<file path="src/shared/lddma_pkg.sv">
// Constants, states and decode tables of the legacy distributed DMA block.
// Assumes byte-addressed 16-bit I/O decode and 8-bit config offsets.
package lddma_pkg;
   // Config space offsets
   localparam logic [7:0] LDDMA_CFG_MCFG = 8'h8C;
   localparam logic [7:0] LDDMA_CFG_BASE = 8'h90;
   localparam logic [31:0] LDDMA_MCFG_RST = 32'h0000_0000;
   localparam int LDDMA_MCFG_EN_BIT = 31;
   localparam logic [7:0] LDDMA_SEL_MASK = 8'hEF;
   localparam logic [7:0] LDDMA_SEL_RST = 8'h00;
   localparam int LDDMA_BASE_LSB = 7;
   localparam logic [8:0] LDDMA_BASE_RST = 9'h010;
   // Legacy register decode
   localparam logic [15:0] LDDMA_C1_LO = 16'h0000;
   localparam logic [15:0] LDDMA_C1_HI = 16'h000F;
   localparam logic [15:0] LDDMA_C2_LO = 16'h00C0;
   localparam logic [15:0] LDDMA_C2_HI = 16'h00DF;
   localparam logic [2:0] LDDMA_CASCADE_CH = 3'h4;
   localparam logic [2:0] LDDMA_REFRESH_SLOT = 3'h4;
   // Page ports by slot: 0,1,2,3, refresh, 5,6,7
   localparam logic [7:0][15:0] LDDMA_PAGE_PORT = {
      16'h008A, 16'h0089, 16'h008B, 16'h008F,
      16'h0082, 16'h0081, 16'h0083, 16'h0087};
   localparam logic [15:0] LDDMA_CNT_LAST = 16'hFFFF;
   // Controller sequencing rate
   localparam int LDDMA_CLK_NS = 4;
   localparam int LDDMA_DMA_NS = 125;
   localparam int LDDMA_TICK_CYC = LDDMA_DMA_NS / LDDMA_CLK_NS;
   localparam logic [4:0] LDDMA_TICK_LAST = 5'(LDDMA_TICK_CYC - 1);

   typedef enum logic [2:0] {
      LDDMA_IDLE = 3'b000,
      LDDMA_CLAIM = 3'b001,
      LDDMA_REQ = 3'b010,
      LDDMA_RUN = 3'b011,
      LDDMA_DONE = 3'b100
   } lddma_st_t;
endpackage

</file>
<file path="src/rtl/lddma_core.sv">
// Legacy two-controller DMA with distributed register redirection.
// Assumes a PCI target front end that turns bus phases into the start/irdy
// strobes below, and an initiator that runs one byte I/O cycle per request.
`timescale 1ns/1ns
module lddma_core
   import lddma_pkg::*;
(
   input wire logic clk_sys_in,
   input wire logic rst_in,
   // Target side of legacy I/O cycles
   input wire logic tgt_start_in,
   input wire logic [15:0] tgt_addr_in,
   input wire logic tgt_wr_in,
   input wire logic [3:0] tgt_be_in,
   input wire logic [31:0] tgt_wdata_in,
   input wire logic tgt_host_in,
   input wire logic tgt_irdy_in,
   output logic tgt_devsel_n_out,
   output logic tgt_stop_n_out,
   output logic tgt_trdy_n_out,
   output logic [31:0] tgt_rdata_out,
   // Bus arbitration and byte initiator
   output logic bus_req_out,
   input wire logic bus_gnt_in,
   output logic host_req_mask_out,
   output logic init_valid_out,
   output logic [15:0] init_addr_out,
   output logic init_wr_out,
   output logic [7:0] init_wdata_out,
   input wire logic init_done_in,
   input wire logic [7:0] init_rdata_in,
   // Configuration space
   input wire logic cfg_wr_in,
   input wire logic cfg_rd_in,
   input wire logic [7:0] cfg_addr_in,
   input wire logic [3:0] cfg_be_in,
   input wire logic [31:0] cfg_wdata_in,
   output logic [31:0] cfg_rdata_out,
   input wire logic slave_sel_wr_in,
   input wire logic [7:0] slave_sel_in,
   output logic [7:0] chan_sel_out,
   // DMA channels and memory address stream
   input wire logic [7:0] dreq_in,
   output logic [7:0] dack_out,
   input wire logic cnt_load_in,
   input wire logic [2:0] cnt_chan_in,
   input wire logic [15:0] cnt_value_in,
   output logic mem_valid_out,
   input wire logic mem_ready_in,
   output logic [23:0] mem_addr_out,
   output logic mem_word_out,
   output logic tc_out
);

   typedef struct packed {
      lddma_st_t st;
      logic direct;
      logic done_flag;
      logic [15:0] paddr;
      logic pwr;
      logic [31:0] pwdata;
      logic [3:0] rem;
      logic [31:0] coll;
      logic page_hit;
      logic [2:0] pslot;
      logic [2:0] chan;
      logic devsel_n;
      logic stop_n;
      logic trdy_n;
      logic [31:0] trdata;
      logic req;
      logic hmask;
      logic [1:0] lane;
      logic [15:0] iaddr;
      logic iwr;
      logic [7:0] idata;
      logic en;
      logic [7:0] sel;
      logic [8:0] base;
      logic [31:0] crdata;
      logic [7:0][7:0] page;
      logic [7:0][15:0] cnt;
      logic [4:0] tick;
      logic [7:0] dack;
      logic tc;
      logic [1:0][24:0] fifo;
      logic wp;
      logic rp;
      logic [1:0] fcnt;
   } lddma_state_t;

   lddma_state_t s_r;
   lddma_state_t s_nxt;

   // {hit, slot} for a page port
   function automatic logic [3:0] page_slot(input logic [15:0] a);
      logic [3:0] r;
      r = 4'h0;
      for (int i = 0; i < 8; i++) begin
         if (a == LDDMA_PAGE_PORT[i]) begin
            r = {1'b1, 3'(i)};
         end
      end
      return r;
   endfunction

   // {hit, channel} for a controller register
   function automatic logic [3:0] legacy_chan(input logic [15:0] a);
      logic [3:0] r;
      r = 4'h0;
      if (a >= LDDMA_C1_LO && a <= LDDMA_C1_HI) begin
         r = {1'b1, 1'b0, a[3] ? 2'h0 : a[2:1]};
      end else if (a >= LDDMA_C2_LO && a <= LDDMA_C2_HI) begin
         r = {1'b1, 1'b1, a[4] ? 2'h0 : a[3:2]};
      end
      return r;
   endfunction

   function automatic logic [1:0] low_lane(input logic [3:0] m);
      logic [1:0] r;
      r = 2'h0;
      for (int i = 3; i >= 0; i--) begin
         if (m[i]) begin
            r = 2'(i);
         end
      end
      return r;
   endfunction

   logic [3:0] pg_dec;
   logic [3:0] lg_dec;
   logic [1:0] nl;
   logic [3:0] rem_next;
   logic [2:0] win;
   logic win_ok;
   logic [7:0] pgv;
   logic [15:0] cv;

   assign pg_dec = page_slot(tgt_addr_in);
   assign lg_dec = legacy_chan(tgt_addr_in);

   ////////////////////////////////////////////////////////////////////////
   // Next-state logic
   always_comb begin
      s_nxt = s_r;
      nl = 2'h0;
      rem_next = 4'h0;
      win = 3'h0;
      win_ok = 1'b0;
      pgv = 8'h00;
      cv = 16'h0000;
      s_nxt.stop_n = 1'b1;
      s_nxt.trdy_n = 1'b1;
      s_nxt.dack = 8'h00;
      s_nxt.tc = 1'b0;

      // Target cycle sequencing
      case (s_r.st)
         LDDMA_IDLE: begin
            if (tgt_start_in && pg_dec[3]) begin
               s_nxt.devsel_n = 1'b0;
               s_nxt.page_hit = 1'b1;
               s_nxt.pslot = pg_dec[2:0];
               s_nxt.paddr = tgt_addr_in;
               s_nxt.pwr = tgt_wr_in;
               s_nxt.st = LDDMA_DONE;
            end else if (tgt_start_in && lg_dec[3] && s_r.en) begin
               s_nxt.devsel_n = 1'b0;
               s_nxt.page_hit = 1'b0;
               s_nxt.paddr = tgt_addr_in;
               s_nxt.pwr = tgt_wr_in;
               s_nxt.rem = tgt_be_in;
               s_nxt.chan = lg_dec[2:0];
               s_nxt.direct = !tgt_host_in;
               if (s_r.sel[lg_dec[2:0]] || lg_dec[2:0] == LDDMA_CASCADE_CH) begin
                  s_nxt.coll = 32'h0000_0000;
                  s_nxt.st = LDDMA_DONE;
               end else if (!tgt_host_in) begin
                  s_nxt.st = LDDMA_REQ;
                  s_nxt.req = 1'b1;
               end else if (s_r.done_flag) begin
                  s_nxt.st = LDDMA_DONE;
               end else begin
                  s_nxt.st = LDDMA_CLAIM;
               end
            end
         end
         LDDMA_CLAIM: begin
            if (tgt_irdy_in) begin
               s_nxt.stop_n = 1'b0;
               s_nxt.devsel_n = 1'b1;
               s_nxt.req = 1'b1;
               s_nxt.hmask = 1'b1;
               s_nxt.pwdata = tgt_wdata_in;
               s_nxt.st = LDDMA_REQ;
            end
         end
         LDDMA_REQ: begin
            if (s_r.direct && tgt_irdy_in) begin
               s_nxt.pwdata = tgt_wdata_in;
            end
            if (bus_gnt_in && (!s_r.direct || tgt_irdy_in)) begin
               nl = low_lane(s_r.rem);
               s_nxt.lane = nl;
               s_nxt.iaddr = {s_r.base, s_r.chan, s_r.paddr[3:2], nl};
               s_nxt.iwr = s_r.pwr;
               s_nxt.idata = s_r.direct ? tgt_wdata_in[8 * nl +: 8] : s_r.pwdata[8 * nl +: 8];
               s_nxt.coll = 32'h0000_0000;
               s_nxt.st = LDDMA_RUN;
            end
         end
         LDDMA_RUN: begin
            if (s_r.rem == 4'h0) begin
               s_nxt.req = 1'b0;
               if (s_r.direct) begin
                  s_nxt.st = LDDMA_DONE;
               end else begin
                  s_nxt.done_flag = 1'b1;
                  s_nxt.hmask = 1'b0;
                  s_nxt.st = LDDMA_IDLE;
               end
            end else if (init_done_in) begin
               s_nxt.coll[8 * s_r.lane +: 8] = init_rdata_in;
               rem_next = s_r.rem & ~(4'h1 << s_r.lane);
               s_nxt.rem = rem_next;
               nl = low_lane(rem_next);
               s_nxt.lane = nl;
               s_nxt.iaddr = {s_r.base, s_r.chan, s_r.paddr[3:2], nl};
               s_nxt.idata = s_r.pwdata[8 * nl +: 8];
            end
         end
         LDDMA_DONE: begin
            if (tgt_irdy_in) begin
               s_nxt.trdy_n = 1'b0;
               s_nxt.devsel_n = 1'b1;
               s_nxt.st = LDDMA_IDLE;
               if (s_r.page_hit) begin
                  s_nxt.trdata = {4{s_r.page[s_r.pslot]}};
                  if (s_r.pwr) begin
                     s_nxt.page[s_r.pslot] = tgt_wdata_in[8 * s_r.paddr[1:0] +: 8];
                  end
               end else begin
                  s_nxt.trdata = s_r.coll;
                  if (!s_r.direct) begin
                     s_nxt.done_flag = 1'b0;
                  end
               end
            end
         end
         default: begin
            s_nxt.st = LDDMA_IDLE;
         end
      endcase

      ////////////////////////////////////////////////////////////////////
      // Configuration access
      if (cfg_rd_in) begin
         if (cfg_addr_in == LDDMA_CFG_MCFG) begin
            s_nxt.crdata = {s_r.en, 23'h000000, s_r.sel};
         end else if (cfg_addr_in == LDDMA_CFG_BASE) begin
            s_nxt.crdata = {16'h0000, s_r.base, 7'h00};
         end else begin
            s_nxt.crdata = 32'h0000_0000;
         end
      end
      if (slave_sel_wr_in) begin
         s_nxt.sel = slave_sel_in & LDDMA_SEL_MASK;
      end
      if (cfg_wr_in && cfg_addr_in == LDDMA_CFG_MCFG) begin
         if (cfg_be_in[3]) begin
            s_nxt.en = cfg_wdata_in[LDDMA_MCFG_EN_BIT];
         end
         if (cfg_be_in[0]) begin
            s_nxt.sel = cfg_wdata_in[7:0] & LDDMA_SEL_MASK;
         end
      end
      if (cfg_wr_in && cfg_addr_in == LDDMA_CFG_BASE) begin
         if (cfg_be_in[0]) begin
            s_nxt.base[0] = cfg_wdata_in[LDDMA_BASE_LSB];
         end
         if (cfg_be_in[1]) begin
            s_nxt.base[8:1] = cfg_wdata_in[15:8];
         end
      end

      ////////////////////////////////////////////////////////////////////
      // Channel service at the controller rate
      if (cnt_load_in) begin
         s_nxt.cnt[cnt_chan_in] = cnt_value_in;
      end
      s_nxt.tick = (s_r.tick == LDDMA_TICK_LAST) ? 5'h00 : s_r.tick + 5'h01;
      // Lowest number wins, so 0..3 beat 5..7; 4 is skipped
      for (int i = 7; i >= 0; i--) begin
         if (dreq_in[i] && 3'(i) != LDDMA_CASCADE_CH) begin
            win = 3'(i);
            win_ok = 1'b1;
         end
      end
      // Stall on a full buffer keeps the request pending, not dropped
      if (s_r.tick == LDDMA_TICK_LAST && win_ok && s_r.fcnt != 2'h2) begin
         pgv = s_r.page[win];
         cv = s_r.cnt[win];
         s_nxt.dack[win] = 1'b1;
         if (win[2]) begin
            s_nxt.fifo[s_r.wp] = {1'b1, pgv[7:1], cv, 1'b0};
         end else begin
            s_nxt.fifo[s_r.wp] = {1'b0, pgv, cv};
         end
         // Counter wraps in 16 bits; page is never carried into
         s_nxt.cnt[win] = cv + 16'h0001;
         s_nxt.tc = (cv == LDDMA_CNT_LAST);
         s_nxt.wp = !s_r.wp;
      end
      if (s_r.fcnt != 2'h0 && mem_ready_in) begin
         s_nxt.rp = !s_r.rp;
      end
      s_nxt.fcnt = s_r.fcnt + 2'(s_nxt.wp != s_r.wp) - 2'(s_nxt.rp != s_r.rp);
   end

   ////////////////////////////////////////////////////////////////////////
   // State register
   always_ff @(posedge clk_sys_in) begin
      if (rst_in) begin
         s_r <= '0;
         s_r.st <= LDDMA_IDLE;
         s_r.devsel_n <= 1'b1;
         s_r.stop_n <= 1'b1;
         s_r.trdy_n <= 1'b1;
         s_r.en <= LDDMA_MCFG_RST[LDDMA_MCFG_EN_BIT];
         s_r.sel <= LDDMA_SEL_RST;
         s_r.base <= LDDMA_BASE_RST;
      end else begin
         s_r <= s_nxt;
      end
   end

   ////////////////////////////////////////////////////////////////////////
   // Outputs
   assign tgt_devsel_n_out = s_r.devsel_n;
   assign tgt_stop_n_out = s_r.stop_n;
   assign tgt_trdy_n_out = s_r.trdy_n;
   assign tgt_rdata_out = s_r.trdata;
   assign bus_req_out = s_r.req;
   assign host_req_mask_out = s_r.hmask;
   assign init_valid_out = (s_r.st == LDDMA_RUN) && (s_r.rem != 4'h0);
   assign init_addr_out = s_r.iaddr;
   assign init_wr_out = s_r.iwr;
   assign init_wdata_out = s_r.idata;
   assign cfg_rdata_out = s_r.crdata;
   assign chan_sel_out = s_r.sel;
   assign dack_out = s_r.dack;
   assign tc_out = s_r.tc;
   assign mem_valid_out = (s_r.fcnt != 2'h0);
   assign mem_word_out = s_r.fifo[s_r.rp][24];
   assign mem_addr_out = s_r.fifo[s_r.rp][23:0];

endmodule

</file>
<file path="config.mk">
export PLATFORM = sky130hd
export DESIGN_NAME = lddma_core
export DESIGN_NICKNAME = d
export VERILOG_FILES = /design/src/shared/lddma_pkg.sv /design/src/rtl/lddma_core.sv
export SDC_FILE = /design/constraint.sdc
export NUM_CORES = 1
export LEC_CHECK = 0
export BUFFER_PORTS_ARGS = -buffer_cell sky130_fd_sc_hd__buf_2
export CORE_MARGIN = 2
export CORE_UTILIZATION = 30
export CTS_BUF_LIST = sky130_fd_sc_hd__clkbuf_8
export DETAILED_ROUTE_END_ITERATION = 12
export SYNTH_ARGS = -nofsm -noshare
export SYNTH_HDL_FRONTEND = slang
export SYNTH_SLANG_ARGS = --single-unit
</file>
<file path="constraint.sdc">
create_clock -name clk_sys_in -period 6.1 [get_ports clk_sys_in]
set_input_delay 0.305 -clock clk_sys_in [delete_from_list [all_inputs] [get_ports clk_sys_in]]
set_output_delay 0.305 -clock clk_sys_in [all_outputs]
set_load 0.01 [all_outputs]
</file>
==> flow_metrics.tcl <==
set metrics [dict create \
    status "finished, final reports clean" \
    fmax_mhz 264 \
    hp-class "input pin to register" \
    grt_overflow 0 \
    post_cts_resize_count 0 \
    startpoint "dreq_in[1]" \
    rsz0062_at_grt "no" \
    cts_tree "yes" \
    hold_viol_final 0 \
    synth_xor_area_share_pct 0.580 \
    muxShareOfSynthArea_pct 14.1 \
    post_synth.cell_area_avg_um2 8.61 \
    timing.setup.tns_ns 0 \
    synth_top_family_by_area "simple AND/OR/NAND/NOR gates" \
    ys_seq_elements 426 \
    ir_worst_vdd_v 0.000158 \
    p_per_area_nw_per_um2 233 \
    max-cap-violations 0 \
    grt_util_met2_pct 33.6 \
    cts_buffer_depth 3 \
    crit_required_ns 6.63 \
    met1_usage_pct 23.8 \
    vias 20400 \
    path_clk_slew_ns 0.06 \
    antenna_left 0 \
    synthesis.area_um2 22700 \
    drive_gt1_share_pct 19.0 \
    fin_skew_ns 0.0363 \
    cpPeakStageDelay_ns 0.95 \
    grt_antenna_before_repair 3 \
    yosys.cell_types.count 80 \
    cts_buffers 81 \
    worstMarginPinSlew_ns 1.12 \
    hold_start "mem_ready_in" \
    ios 290 \
    worstSetupStartpointType "input pin" \
    worst-setup-path-type "input pin to register" \
    power_w 0.00615 \
    synth_compound_area_share_pct 18.2 \
    crit_path_end_kind "register" \
    start_util_pct 30.4 \
    min_period_over_period_pct 62.0 \
    core_region_area_um2 74600 \
    hpwl_um 49800 \
    drc 0 \
    grt_pass1_vias 19900 \
    worstPathMaxFanout 32 \
    yosys.area_share.adder_pct 0.607 \
    crit_buf_inv 1 \
    cts.sinks 426 \
    place_congestion 0.880 \
    grtUsageTotal_pct 19.3 \
    ys_seq_area_share_pct 37.6 \
    synth_edf_count 0 \
    routed_wl_um 77200 \
    grt_max_degree 168 \
    rr_startpoint "s_r[63]" \
    power_leakage_nw 10.1 \
    setup_viol 0 \
    grt_pass1_wl_um 118000 \
    arrival_ns 4.32 \
    cp_top_family "simple AND/OR/NAND/NOR gates" \
    crit_slowest_cell "or4_1" \
    slew_headroom_pct 23.7 \
    die_h_um 279 \
    drtIter0Drc 1898 \
    vias_per_cell 5.35 \
    dieArea_um2 77800 \
    synth-simple-area-share_pct 21.0 \
    ys.flop_type "dfxtp_1" \
    grt_util_met3_pct 3.54 \
    syn_to_final_growth_pct 16.3 \
    fin_crit_ns 3.78 \
    drv_slew 0 \
    portBuffers 255 \
    placementRows 100 \
    async_flop_share_pct 0 \
    postSynthCellCount 2633 \
    wire_per_inst_um 20.2 \
    busiest_layer "met2" \
    root_buffer "clkbuf_8" \
    yosys_warnings 0 \
    path_cells "buf_2 > or4_1 > nor2_1 > a22o_1 > o22a_1 > nand4_1 > o211a_1 > a2111oi_0" \
    die_w_um 279 \
    clock_latency_ns 0.69 \
    final_nets 2954 \
    cts_htree_levels 3 \
    dr.pass1.iters 8 \
]
-- cell usage in the layout, fill, tap and decap left out, types with 57 or more instances in the layout --
cell type,count
dfxtp_1,426
nor2_1,330
buf_2,254
a21oi_1,204
mux2i_1,185
a211oi_1,166
nand2_1,153
clkbuf_8,99
nor2b_1,88
dlygate4sd3_1,79
o21ai_0,72
nand2b_1,64
mux2_2,64
nand3_1,63
inv_1,57
-- state kept, by name (all words and copies together), names as in the netlist, named ones only --
signal	cells
s_r	317
init_wdata_out	8
init_addr_out	15
tgt_trdy_n_out	1
tgt_stop_n_out	1
bus_req_out	1
tgt_devsel_n_out	1
init_wr_out	1
tc_out	1
cfg_rdata_out	17
host_req_mask_out	1
tgt_rdata_out	32
chan_sel_out	8
dack_out	8
-- per-layer routing --
metal  part of all wire [%]  wire, um
met4                    3.2      2470
met1                     41     32000
met2                     49     37400
met3                    6.8      5250
met5                  0.017        13
-- through the flow --
stage | util [%] | worst slack [ns] | instances | instance area, um2 | hold slack [ns]
finish | 35.4 | 2.32 | 3821 | 26400 | 0.0645
global route | 35.4 | 2.20 | 3819 | 26400 | 0.0510
CTS | 35.3 | 2.50 | 3818 | 26400 | 0.0162
detailed placement | 32.2 | 1.78 | 3598 | 24000 | 0.445
global placement | 32.2 | 1.90 | 3598 | 24000 | 0.434
floorplan | - | 2.73 | 2648 | 22700 | 0.401
-- what timing repair did --
action	CTS	global route
hold buffers	79	0
setup buffers	0	0
endpoints found under the hold margin	98	0
-- Yosys cell counts (14+ instances only) --
cell type / count / area share (%)
and2_1: 17 / 0.47
o21ai_0: 73 / 1.6
a211oi_1: 166 / 5.5
nand2b_1: 64 / 1.8
nor2b_1: 89 / 2.5
clkbuf_1: 177 / 2.9
or4b_1: 30 / 1.3
nand3_1: 63 / 1.4
and3_1: 20 / 0.55
a22oi_1: 17 / 0.56
a21o_1: 26 / 0.86
mux2i_1: 185 / 8.2
buf_2: 24 / 0.53
a21oi_1: 205 / 4.5
mux2_2: 64 / 3.2
mux4_2: 28 / 2.8
nor4_1: 42 / 1.2
nand3b_1: 22 / 0.73
dfxtp_1: 426 / 38
nor2_1: 332 / 5.5
buf_4: 104 / 3.4
nor3_1: 24 / 0.53
or4_1: 14 / 0.46
nand2_1: 153 / 2.5
inv_1: 29 / 0.48
a221oi_1: 19 / 0.73
-- worst min-delay path, cell delays in order --
cell     delay [ns]
buf_2          0.07
and2_1         0.17
xnor2_1        0.08
nor2_1         0.07
-- cells by family after synthesis --
logic type	count (synthesis)
simple gates	931
compound gates	621
flops	426
buf+inv	351
mux	277
xor+xnor	15
fa+ha+maj	11
other cells	1
-- worst paths after layout --
| kind | to | slack, ns | cells after the start |
|---|---|---|---|
| setup / recovery | s_r[82] | 2.32 | 8 |
| hold / removal | s_r[2] | 0.06 | 4 |
| setup reg to reg | s_r[130] | 2.60 | 9 |
| hold reg to reg | init_addr_out[15] | 0.45 | 2 |
-- area by class of cell --
cell class | instances | area (um2)
Multi-Input combinational cell | 1871 | 12500
Clock inverter | 42 | 226
Fill cell | 7708 | 48200
Antenna cell | 3 | 7.51
Tap cell | 969 | 1210
Timing Repair Buffer | 382 | 2450
Sequential cell | 426 | 8530
Clock buffer | 99 | 1360
Inverter | 29 | 109
-- where the power goes --
part / internal, W / total, W / leakage (nW) / switching (W)
combinational: 0.000197 / 0.000493 / 5.68 / 0.000296
sequential: 0.00281 / 0.00284 / 3.44 / 0.0000299
clock: 0.00148 / 0.00281 / 0.932 / 0.00133
(Power assumes the default switching activity.)
